<file path="src/hw/umcg_pkg.sv">
// Purpose: shared constants of the serial mode-control and guard/prescale slice
// Assumes: 32-bit APB, one word per register
// Notes: reset values of both registers are all zero
package umcg_pkg;
    // register byte addresses
    localparam logic [7:0] ADDR_MODE_CONTROL_THREE = 8'h14;
    localparam logic [7:0] ADDR_GUARD_AND_PRESCALE = 8'h18;
    localparam logic [7:0] ADDR_IRQ_STATUS = 8'h1C;
    localparam logic [7:0] ADDR_IRQ_MASK = 8'h20;
    localparam logic [7:0] ADDR_LINK_STATUS = 8'h24;
    localparam logic [31:0] RESET_VALUE = 32'h0000_0000;
    // mode_control_three fields
    localparam int MC_WIDTH = 11;
    localparam int BIT_CTS_IRQ_EN = 10;
    localparam int BIT_CTS_FLOW_EN = 9;
    localparam int BIT_RTS_FLOW_EN = 8;
    localparam int BIT_DMA_TX_EN = 7;
    localparam int BIT_DMA_RX_EN = 6;
    localparam int BIT_SMARTCARD_EN = 5;
    localparam int BIT_SC_NACK_EN = 4;
    localparam int BIT_HALF_DUPLEX_EN = 3;
    localparam int BIT_IR_LOW_POWER = 2;
    localparam int BIT_IR_EN = 1;
    localparam int BIT_ERR_IRQ_EN = 0;
    // guard_and_prescale fields
    localparam int GT_WIDTH = 16;
    localparam int GUARD_LSB = 8;
    localparam int PSC_LSB = 0;
    localparam int SC_PSC_BITS = 5;
    // interrupt status bits
    localparam int IRQ_BITS = 4;
    localparam int IRQ_CTS = 0;
    localparam int IRQ_ERR = 1;
    localparam int IRQ_TXC = 2;
    localparam int IRQ_NACK = 3;
endpackage

</file>
<file path="src/hw/umcg_top.sv">
// Purpose: mode-control, guard-time and prescaler slice of a serial transceiver
// Assumes: status events arrive as one-cycle pulses on REF_CLK_IN; pins are synchronised here
// Notes: APB slave, zero wait states, unmapped reads return zero and are ignored
`timescale 1ns/1ps
module umcg_top #(
    parameter bit FULL_FEATURE = 1'b1
) (
    // clock and reset
    input wire logic REF_CLK_IN,
    input wire logic SRST_IN,
    // apb slave
    input wire logic PSEL_IN,
    input wire logic PENABLE_IN,
    input wire logic PWRITE_IN,
    input wire logic [7:0] PADDR_IN,
    input wire logic [31:0] PWDATA_IN,
    output logic [31:0] PRDATA_OUT,
    output logic PREADY_OUT,
    output logic PSLVERR_OUT,
    // modem pins
    input wire logic CTS_N_IN,
    output logic RTS_N_OUT,
    // frame engine events and levels
    input wire logic CTS_CHANGE_IN,
    input wire logic FRAMING_ERR_IN,
    input wire logic OVERRUN_ERR_IN,
    input wire logic NOISE_ERR_IN,
    input wire logic PARITY_ERR_IN,
    input wire logic FRAME_DONE_IN,
    input wire logic BAUD_TICK_IN,
    input wire logic RX_FULL_IN,
    input wire logic TX_EMPTY_IN,
    input wire logic RX_READY_IN,
    // frame engine controls
    output logic TX_ALLOWED_OUT,
    output logic TX_COMPLETE_SET_OUT,
    output logic SEND_NACK_OUT,
    output logic SMARTCARD_MODE_OUT,
    output logic HALF_DUPLEX_OUT,
    output logic IR_ENABLE_OUT,
    output logic IR_LOW_POWER_OUT,
    output logic IR_LP_TICK_OUT,
    output logic CARD_CLK_OUT,
    // dma requests
    output logic DMA_TX_REQ_OUT,
    output logic DMA_RX_REQ_OUT,
    // interrupt
    output logic IRQ_OUT
);
    typedef struct packed {
        logic [umcg_pkg::MC_WIDTH-1:0] mode;
        logic [umcg_pkg::GT_WIDTH-1:0] gtp;
        logic [umcg_pkg::IRQ_BITS-1:0] stat;
        logic [umcg_pkg::IRQ_BITS-1:0] mask;
        logic [31:0] rdata;
        logic cts_s1;
        logic cts_s2;
        logic rts_n;
        logic nack;
        logic card_clk;
        logic dma_tx;
        logic dma_rx;
    } umcg_state_t;

    umcg_state_t st_r;
    umcg_state_t st_nxt;

    logic [umcg_pkg::MC_WIDTH-1:0] mode_eff;
    logic lp_tick;
    logic card_tick;
    logic txc_set;
    logic [8:0] lp_div;
    logic [8:0] card_div;
    logic wr_en;
    logic rd_en;
    logic [umcg_pkg::IRQ_BITS-1:0] events;

    // one decoder shared by write and read paths
    function automatic logic hit(input logic [7:0] addr, input logic [7:0] reg_addr);
        hit = (addr == reg_addr);
    endfunction

    // reduced instances hide the advanced bits from all logic except the register readback, which returns the written mode
    always_comb begin
        mode_eff = st_r.mode;
        if (!FULL_FEATURE) begin
            mode_eff[umcg_pkg::BIT_CTS_IRQ_EN] = 1'b0;
            mode_eff[umcg_pkg::BIT_CTS_FLOW_EN] = 1'b0;
            mode_eff[umcg_pkg::BIT_RTS_FLOW_EN] = 1'b0;
            mode_eff[umcg_pkg::BIT_SMARTCARD_EN] = 1'b0;
            mode_eff[umcg_pkg::BIT_SC_NACK_EN] = 1'b0;
        end
    end

    assign wr_en = PSEL_IN && PENABLE_IN && PWRITE_IN;
    assign rd_en = PSEL_IN && PENABLE_IN && !PWRITE_IN;

    // a zero prescaler is reserved; treat it as one rather than stall
    assign lp_div = (st_r.gtp[7:0] == 8'h00) ? 9'h001 : {1'b0, st_r.gtp[7:0]};
    // tick at twice the card clock rate so a toggle gives divide by 2*n
    assign card_div = (st_r.gtp[4:0] == 5'h00) ? 9'h001 : {4'h0, st_r.gtp[4:0]};

    umcg_clkdiv u_lp_div (
        .clk_in(REF_CLK_IN),
        .srst_in(SRST_IN),
        .run_in(mode_eff[umcg_pkg::BIT_IR_EN] && mode_eff[umcg_pkg::BIT_IR_LOW_POWER]),
        .div_in(lp_div),
        .tick_out(lp_tick)
    );

    umcg_clkdiv u_card_div (
        .clk_in(REF_CLK_IN),
        .srst_in(SRST_IN),
        .run_in(mode_eff[umcg_pkg::BIT_SMARTCARD_EN]),
        .div_in(card_div),
        .tick_out(card_tick)
    );

    umcg_guard u_guard (
        .clk_in(REF_CLK_IN),
        .srst_in(SRST_IN),
        .enable_in(mode_eff[umcg_pkg::BIT_SMARTCARD_EN]),
        .guard_in(FULL_FEATURE ? st_r.gtp[15:8] : 8'h00),
        .baud_tick_in(BAUD_TICK_IN),
        .frame_done_in(FRAME_DONE_IN),
        .txc_set_out(txc_set)
    );

    always_comb begin
        events = '0;
        events[umcg_pkg::IRQ_CTS] = CTS_CHANGE_IN;
        events[umcg_pkg::IRQ_ERR] = mode_eff[umcg_pkg::BIT_DMA_RX_EN]
            && (FRAMING_ERR_IN || OVERRUN_ERR_IN || NOISE_ERR_IN);
        events[umcg_pkg::IRQ_TXC] = txc_set;
        events[umcg_pkg::IRQ_NACK] = st_r.nack;
    end

    always_comb begin
        st_nxt = st_r;
        st_nxt.cts_s1 = CTS_N_IN;
        st_nxt.cts_s2 = st_r.cts_s1;
        // register writes take effect at the access-phase edge
        if (wr_en) begin
            if (hit(PADDR_IN, umcg_pkg::ADDR_MODE_CONTROL_THREE)) begin
                st_nxt.mode = PWDATA_IN[umcg_pkg::MC_WIDTH-1:0];
            end
            if (hit(PADDR_IN, umcg_pkg::ADDR_GUARD_AND_PRESCALE)) begin
                st_nxt.gtp = PWDATA_IN[umcg_pkg::GT_WIDTH-1:0];
            end
            if (hit(PADDR_IN, umcg_pkg::ADDR_IRQ_MASK)) begin
                st_nxt.mask = PWDATA_IN[umcg_pkg::IRQ_BITS-1:0];
            end
        end
        // read data is captured in setup so it stands registered in access
        st_nxt.rdata = 32'h0000_0000;
        if (PSEL_IN && !PENABLE_IN && !PWRITE_IN) begin
            if (hit(PADDR_IN, umcg_pkg::ADDR_MODE_CONTROL_THREE)) begin
                st_nxt.rdata[umcg_pkg::MC_WIDTH-1:0] = st_r.mode;
            end
            if (hit(PADDR_IN, umcg_pkg::ADDR_GUARD_AND_PRESCALE)) begin
                st_nxt.rdata[umcg_pkg::GT_WIDTH-1:0] = st_r.gtp;
            end
            if (hit(PADDR_IN, umcg_pkg::ADDR_IRQ_STATUS)) begin
                st_nxt.rdata[umcg_pkg::IRQ_BITS-1:0] = st_r.stat | events;
            end
            if (hit(PADDR_IN, umcg_pkg::ADDR_IRQ_MASK)) begin
                st_nxt.rdata[umcg_pkg::IRQ_BITS-1:0] = st_r.mask;
            end
            if (hit(PADDR_IN, umcg_pkg::ADDR_LINK_STATUS)) begin
                st_nxt.rdata[3:0] = {RX_FULL_IN, TX_EMPTY_IN, st_r.rts_n, st_r.cts_s2};
            end
        end
        // read clears status; a same-cycle event still sets its bit
        if (rd_en && hit(PADDR_IN, umcg_pkg::ADDR_IRQ_STATUS)) begin
            st_nxt.stat = events;
        end else begin
            st_nxt.stat = st_r.stat | events;
        end
        // receive flow: high while the receiver cannot take a character
        if (mode_eff[umcg_pkg::BIT_RTS_FLOW_EN]) begin
            st_nxt.rts_n = !RX_READY_IN;
        end else begin
            st_nxt.rts_n = 1'b0;
        end
        st_nxt.nack = mode_eff[umcg_pkg::BIT_SMARTCARD_EN]
            && mode_eff[umcg_pkg::BIT_SC_NACK_EN] && PARITY_ERR_IN;
        if (!mode_eff[umcg_pkg::BIT_SMARTCARD_EN]) begin
            st_nxt.card_clk = 1'b0;
        end else if (card_tick) begin
            st_nxt.card_clk = !st_r.card_clk;
        end
        st_nxt.dma_tx = mode_eff[umcg_pkg::BIT_DMA_TX_EN] && TX_EMPTY_IN;
        st_nxt.dma_rx = mode_eff[umcg_pkg::BIT_DMA_RX_EN] && RX_FULL_IN;
    end

    always_ff @(posedge REF_CLK_IN) begin
        if (SRST_IN) begin
            st_r <= '0;
        end else begin
            st_r <= st_nxt;
        end
    end

    assign PRDATA_OUT = st_r.rdata;
    assign PREADY_OUT = 1'b1;
    assign PSLVERR_OUT = 1'b0;
    assign RTS_N_OUT = st_r.rts_n;
    // with flow control off the pin is ignored by the send gate; it still reads back in link status
    assign TX_ALLOWED_OUT = !mode_eff[umcg_pkg::BIT_CTS_FLOW_EN] || !st_r.cts_s2;
    assign TX_COMPLETE_SET_OUT = txc_set;
    assign SEND_NACK_OUT = st_r.nack;
    assign SMARTCARD_MODE_OUT = mode_eff[umcg_pkg::BIT_SMARTCARD_EN];
    assign HALF_DUPLEX_OUT = mode_eff[umcg_pkg::BIT_HALF_DUPLEX_EN];
    assign IR_ENABLE_OUT = mode_eff[umcg_pkg::BIT_IR_EN];
    assign IR_LOW_POWER_OUT = mode_eff[umcg_pkg::BIT_IR_EN]
        && mode_eff[umcg_pkg::BIT_IR_LOW_POWER];
    assign IR_LP_TICK_OUT = lp_tick;
    assign CARD_CLK_OUT = st_r.card_clk;
    assign DMA_TX_REQ_OUT = st_r.dma_tx;
    assign DMA_RX_REQ_OUT = st_r.dma_rx;
    assign IRQ_OUT = |(st_r.stat & st_r.mask & {1'b1, 1'b1, 1'b1,
        mode_eff[umcg_pkg::BIT_CTS_IRQ_EN]}
        & {1'b1, 1'b1, 1'b1, 1'b1}
        & {1'b1, 1'b1, mode_eff[umcg_pkg::BIT_ERR_IRQ_EN], 1'b1});
endmodule

</file>
<file path="src/hw/umcg_clkdiv.sv">
// Purpose: programmable divider giving a one-cycle enable pulse
// Assumes: divisor of zero is treated as one
// Notes: a new divisor applies at once to the count in progress
`timescale 1ns/1ps
module umcg_clkdiv (
    // clock and reset
    input wire logic clk_in,
    input wire logic srst_in,
    // control
    input wire logic run_in,
    input wire logic [8:0] div_in,
    // pulse
    output logic tick_out
);
    typedef struct packed {
        logic [8:0] cnt;
        logic tick;
    } umcg_div_t;
    umcg_div_t st_r;
    umcg_div_t st_nxt;

    always_comb begin
        st_nxt = st_r;
        st_nxt.tick = 1'b0;
        if (!run_in) begin
            st_nxt.cnt = 9'h000;
        end else if (st_r.cnt + 9'h001 >= div_in) begin
            st_nxt.cnt = 9'h000;
            st_nxt.tick = 1'b1;
        end else begin
            st_nxt.cnt = st_r.cnt + 9'h001;
        end
    end

    always_ff @(posedge clk_in) begin
        if (srst_in) begin
            st_r <= '0;
        end else begin
            st_r <= st_nxt;
        end
    end

    assign tick_out = st_r.tick;
endmodule

</file>
<file path="src/hw/umcg_guard.sv">
// Purpose: smartcard guard-time delay of the transmit-complete flag
// Assumes: frame end and baud tick come from the frame engine on this clock
// Notes: a zero guard value passes the flag on at once
`timescale 1ns/1ps
module umcg_guard (
    // clock and reset
    input wire logic clk_in,
    input wire logic srst_in,
    // control
    input wire logic enable_in,
    input wire logic [7:0] guard_in,
    input wire logic baud_tick_in,
    input wire logic frame_done_in,
    // result
    output logic txc_set_out
);
    typedef struct packed {
        logic busy;
        logic [7:0] left;
        logic done;
    } umcg_grd_t;
    umcg_grd_t st_r;
    umcg_grd_t st_nxt;

    always_comb begin
        st_nxt = st_r;
        st_nxt.done = 1'b0;
        if (frame_done_in) begin
            if (!enable_in || guard_in == 8'h00) begin
                st_nxt.done = 1'b1;
                st_nxt.busy = 1'b0;
            end else begin
                st_nxt.busy = 1'b1;
                st_nxt.left = guard_in;
            end
        end else if (st_r.busy && baud_tick_in) begin
            if (st_r.left == 8'h01) begin
                st_nxt.busy = 1'b0;
                st_nxt.done = 1'b1;
            end
            st_nxt.left = st_r.left - 8'h01;
        end
    end

    always_ff @(posedge clk_in) begin
        if (srst_in) begin
            st_r <= '0;
        end else begin
            st_r <= st_nxt;
        end
    end

    assign txc_set_out = st_r.done;
endmodule

</file>
<file path="config.mk">
export PLATFORM = sky130hd
export DESIGN_NAME = umcg_top
export DESIGN_NICKNAME = d
export VERILOG_FILES = /design/src/hw/umcg_pkg.sv /design/src/hw/umcg_top.sv /design/src/hw/umcg_clkdiv.sv /design/src/hw/umcg_guard.sv
export SDC_FILE = /design/constraint.sdc
export NUM_CORES = 1
export LEC_CHECK = 0
export BUFFER_PORTS_ARGS = -buffer_cell sky130_fd_sc_hd__buf_4
export CORE_AREA = 2 2 113 71
export CTS_CLUSTER_SIZE = 25
export DETAILED_ROUTE_END_ITERATION = 10
export DIE_AREA = 0 0 115 73
export HOLD_SLACK_MARGIN = 0.12
export PLACE_DENSITY_LB_ADDON = 0.3
export SETUP_SLACK_MARGIN = 0.3
export SYNTH_ARGS = -nofsm -noshare
export SYNTH_HDL_FRONTEND = slang
export SYNTH_SLANG_ARGS = --single-unit
</file>
<file path="constraint.sdc">
create_clock -name REF_CLK_IN -period 3.85 [get_ports REF_CLK_IN]
set_clock_uncertainty 0.05 [all_clocks]
set_input_delay 0.385 -clock REF_CLK_IN [delete_from_list [all_inputs] [get_ports REF_CLK_IN]]
set_output_delay 0.385 -clock REF_CLK_IN [all_outputs]
set_load 0.01 [all_outputs]
</file>
[Word level (Yosys, flattened, before mapping)]
Cells that the tools add are included.
Word-level totals
  input bits: 56
  output and inout bits: 47
  word-level logic and storage cells: 101
  register bits after elaboration: 104
Operators by class
  $add $sub $neg: 3
  magnitude comparators: 2
  equal/unequal tests: 7
  mux-type cells: 17
  reductions and logical operators: 42
  bitwise gates (word level): 9
Operators with widths (number)
  equality test 8 x 5 -> 1 bit (second input constant): 3
  2-to-1 mux 10 bit: 2
  adder 9 x 1 -> 9 bit (second input constant): 2
  equality test 8 x 6 -> 1 bit (second input constant): 2
  zero test 8 bit: 2
  2-to-1 mux 16 bit: 1
  2-to-1 mux 4 bit: 4
  2-to-1 mux 8 bit: 2
  logical AND 1 bit: 13
  AND 4 bit: 3
  2-to-1 mux 11 bit: 1
  AND reduction 2 bit: 5
  greater-or-equal comparator 9 x 5 -> 1 bit: 1
  greater-or-equal comparator 9 x 8 -> 1 bit: 1
  OR reduction 3 bit: 3
  equality test 8 x 1 -> 1 bit (second input constant): 1
  OR reduction 2 bit: 4
  subtractor 8 x 1 -> 8 bit (second input constant): 1
  zero test 1 bit: 7
  2-to-1 mux 1 bit: 6
  zero test 5 bit: 1
  2-to-1 mux 5 bit: 1
  NOT 1 bit: 5
  logical OR 1 bit: 4
  4 further kinds: 5

[Longest topological paths before layout]
  word-level depth: 7
  gate-level depth with buffers: 9
  gate-level depth less buffers: 9

[Hierarchy]
A second synthesis with hierarchy kept.
Unflattened totals
  cell total of the unflattened synthesis: 482
  area total of the unflattened synthesis: 4545.6 um^2
Modules (own cells, without submodules)
  umcg_top: area each 2536.2 um^2, cells an instance 266, instances 1
  umcg_clkdiv: area each 681.9 um^2, cells an instance 70, instances 2
  umcg_guard: area each 645.6 um^2, cells an instance 76, instances 1

[Least setup slack after synthesis]
Ideal clock, no wire load.
  path kind: reg-to-reg
  from: reg u_lp_div.st_r[1] (netlist name)
  to: reg u_lp_div.st_r[3] (netlist name)
  stages on the path, launching flop included: 10
  arrival: 2.339 ns
  library setup time: 0.067 ns
  slack: 1.394 ns
  data required time: 3.733 ns
  cells stage by stage: dfxtp_1 -> ha_1 -> nand3_1 -> xnor2_1 -> ha_1 -> and2_1 -> o21ai_0 -> o21ai_0 -> or4b_2 -> nor2b_1
Between the ends
  cells in the longest elaborated chain, start to end: 3
RTL lines
  from (decl): RTL line umcg_clkdiv.sv:19  | umcg_div_t st_r;
  from (signal assigned): RTL line umcg_clkdiv.sv:39  | st_r <= st_nxt;
  adder 9 x 1 -> 9 bit (*): RTL line umcg_clkdiv.sv:27, umcg_clkdiv.sv:31
  greater-or-equal comparator 9 x 8 -> 1 bit: RTL line umcg_clkdiv.sv:27  | end else if (st_r.cnt + 9'h001 >= div_in) begin
  OR reduction 3 bit (no source line)
Every way passes the cells marked *; elsewhere a longest branch is shown, timed or not.
A chain may end at the register's enable or synchronous reset.

[Worst setup path after layout]
  from: reg st_r[48] (netlist name)
  to: reg u_lp_div.st_r[6] (netlist name)
Between the ends
  cells in the longest elaborated chain, start to end: 4
RTL lines
  from (decl): RTL line umcg_top.sv:65  | umcg_state_t st_r;
  from (signal assigned): RTL line umcg_top.sv:200  | st_r <= st_nxt;
  zero test 8 bit: RTL line umcg_top.sv:99  | assign lp_div = (st_r.gtp[7:0] == 8'h00) ? 9'h001 : {1'b0, st_r.gtp[7:0]};
  2-to-1 mux 8 bit (*): RTL line umcg_top.sv:99
  greater-or-equal comparator 9 x 8 -> 1 bit (*): RTL line umcg_clkdiv.sv:27
  OR reduction 3 bit (no source line) (*)
Marks and branches as above.

==> flow_summary.ini <==
[setup_path]
start_kind = register
r2r_setup_slack_ns = 0.90
crit_path_top_delay_cell = or4b_2
critPathMaxFanout = 7
r2r-start = st_r[48]
r2r_end = u_lp_div.st_r[6]
max_stage_delay_ns = 0.79
worstSetupPathType = register to register
crit_required_ns = 4.07
critical_path.cell_chain = nor4_1 > a41o_1 > ha_1 > nand2b_1 > a31oi_1 > o21ai_0 > or4b_2 > nor2b_1
worstRegToRegCells = 8
crit_path_end_kind = register
arrival_ns = 3.17

[final_layout]
final_nets = 586
area_growth_pct = 16.5
drive_above_1_share = 0.176
finalInstanceArea_sq_um = 4810
diodes = 0

[detailed_routing]
drtIter0Drc = 254
vias = 3357
drcViolationCount = 0
viasPerCell = 5.49
firstDrtPassIters = 5
drtAntennaViolNets = 0
detail_route.wirelength_mm = 10.0
wire_per_inst_microns = 16.4

[clock_tree]
htree_levels = 3
post_cts_buffers = 0
clk_pin_slew_worst_paths_ns = 0.06
cts_buffers = 9
cts_tree = built
cts_buffer_depth = 2
root_buffer = clkbuf_16
cts_sinks = 88
holdBufCountCts = 0
ctsResizeCount = 0
clk-insertion-delay-late_ns = 0.35

[floorplanning]
die_h_microns = 73
io_pins = 103
rows = 25
coreArea_sq_um = 7510
start_util = 0.550
dieArea_sq_um = 8400
fp.dieW_microns = 115

[hold_path]
holdPathEnd = RTS_N_OUT
hold_class = input port to register
hold_start = RX_READY_IN
hold_depth = 2

[synth]
synth_seq_cells = 88
yosysTopAreaCell = dfxtp_1
async_reset_ff_frac = 0
synth_warnings = 0
synth_enable_flop_cells = 0
syn_inst = 461
synth_area_leaders = dfxtp_1, buf_4, mux2i_1
seq_area_frac_synth = 0.427
ys_types = 56
synth_area_sq_um = 4130
synth_top_area_share = 0.427
synthFlopType = dfxtp_1
avgSynthCellArea_sq_um = 8.96

[global_routing]
grt.overflow.total = 0
grt_max_degree = 55
grt_usage = 0.246
antenna_found_initial = 0
first_global_vias = 3019
grt_pass1_wl_mm = 15.6

[sta]
fmax_mhz = 339
grt_setup_unrepaired = no
final.min_clock_period_ns = 2.95
maxSlewHeadroom = 0.377
hold_viol = 0
tns_ns = 0
finalMaxSlewViolations = 0
tightest_slew_ns = 0.931
setup_viol = 0
hold_ws_ns = 0.143
fin_crit_sh = 0.766

[placement]
place.gp.congestion = 0.884
dp_hpwl_mm = 7.12
dpl_cell_area_sq_um = 4520
port_buffers = 68

[pwr]
power-per-cell-area_nw_per_um2 = 387
peakVddDrop_uv = 223
power_leakage_nw = 2.07

[flow_run]
maxCapViolCount = 0

[run_status]
status = finished clean
## metal layers
metal	share of wire	global-route usage
met5	0	0
met4	0.0057	0.0549
met3	0.080	0.0748
met2	0.43	0.365
met1	0.48	0.353
## cells in the final DEF (no fill, tap or decap), drive strengths merged, types with 12 or more instances in the layout
cell	instances
a21oi	30
buf	70
conb	23
dfxtp	88
ha	17
inv	15
mux2i	23
nand2	42
nand3	16
nor2	43
nor2b	18
o21ai	12
## stage by stage
step | std cells | worst slack (ns) | util | power (mW)
after floorplan | 482 | 1.39 | - | 0.993
after global placement | 596 | 1.11 | 0.603 | 1.02
after detailed placement | 596 | 1.03 | 0.603 | 1.02
after CTS | 611 | 0.996 | 0.641 | 1.87
after global routing | 611 | 0.785 | 0.641 | 1.92
final | 611 | 0.901 | 0.641 | 1.86
## synth_stat cells, drive strengths merged, types with 6 or more instances
cell,instances
dfxtp,88
nor2,43
nand2,42
buf,39
a21oi,30
mux2i,23
nor2b,18
ha,17
nand3,16
inv,15
o21ai,12
clkbuf,11
and2,10
xnor2,10
a22o,8
nand2b,6
## flip-flops by register name, indices dropped and copies added, names as in the netlist, 9 cells and up
name,count
st_r,25
u_guard.st_r,9
u_card_div.st_r,9
mode_eff,11
PRDATA_OUT,16
u_lp_div.st_r,9
## cell families (layout without fill, tap and decap cells)
kind of cell	Yosys count	in the layout	synth area share
AOI/OAI and AO/OA	79	79	0.124
xor gates and xnor gates	12	12	0.0254
adders and majority gates	17	17	0.0515
buffers and inverters	65	100	0.0930
DFF	88	88	0.427
muxes	23	23	0.0557
other	2	23	0.00182
and+or+nand+nor	175	175	0.222
## power by group
group          switching (mW)  internal, mW  total, mW
combinational          0.0451        0.0381     0.0831
clock                   0.345         0.513      0.858
sequential            0.00436         0.917      0.921
## layout make-up
cell class / instances / area (sq um)
clock buffer: 11 / 243
inverter: 15 / 56.3
timing repair buffer: 70 / 526
sequential: 88 / 1760
fill: 645 / 2700
multi-input combinational: 329 / 2060
clock inverter: 4 / 45.0
tap: 94 / 118
## critical path, delay by kind of cell, from the launching register on
| family | cells | cell delay, ns |
|---|---|---|
| flip-flops | 1 | 0.38 |
| AO/OA/AOI/OAI | 3 | 0.60 |
| AND/OR/NAND/NOR | 4 | 1.63 |
| adder cells (fa/ha/maj) | 1 | 0.22 |
## worst max path at each step
stage,depth (start not counted),start,to,slack [ns]
after detailed placement,8,st_r[48],u_lp_div.st_r[6],1.03
after global routing,9,u_lp_div.st_r[1],u_lp_div.st_r[3],0.78
after CTS,9,u_lp_div.st_r[3],u_lp_div.st_r[6],1.0
after global placement,9,u_lp_div.st_r[1],u_lp_div.st_r[5],1.11
after floorplan,9,u_lp_div.st_r[1],u_lp_div.st_r[3],1.39
final,8,st_r[48],u_lp_div.st_r[6],0.90
Power figures use the tool's default switching activity.
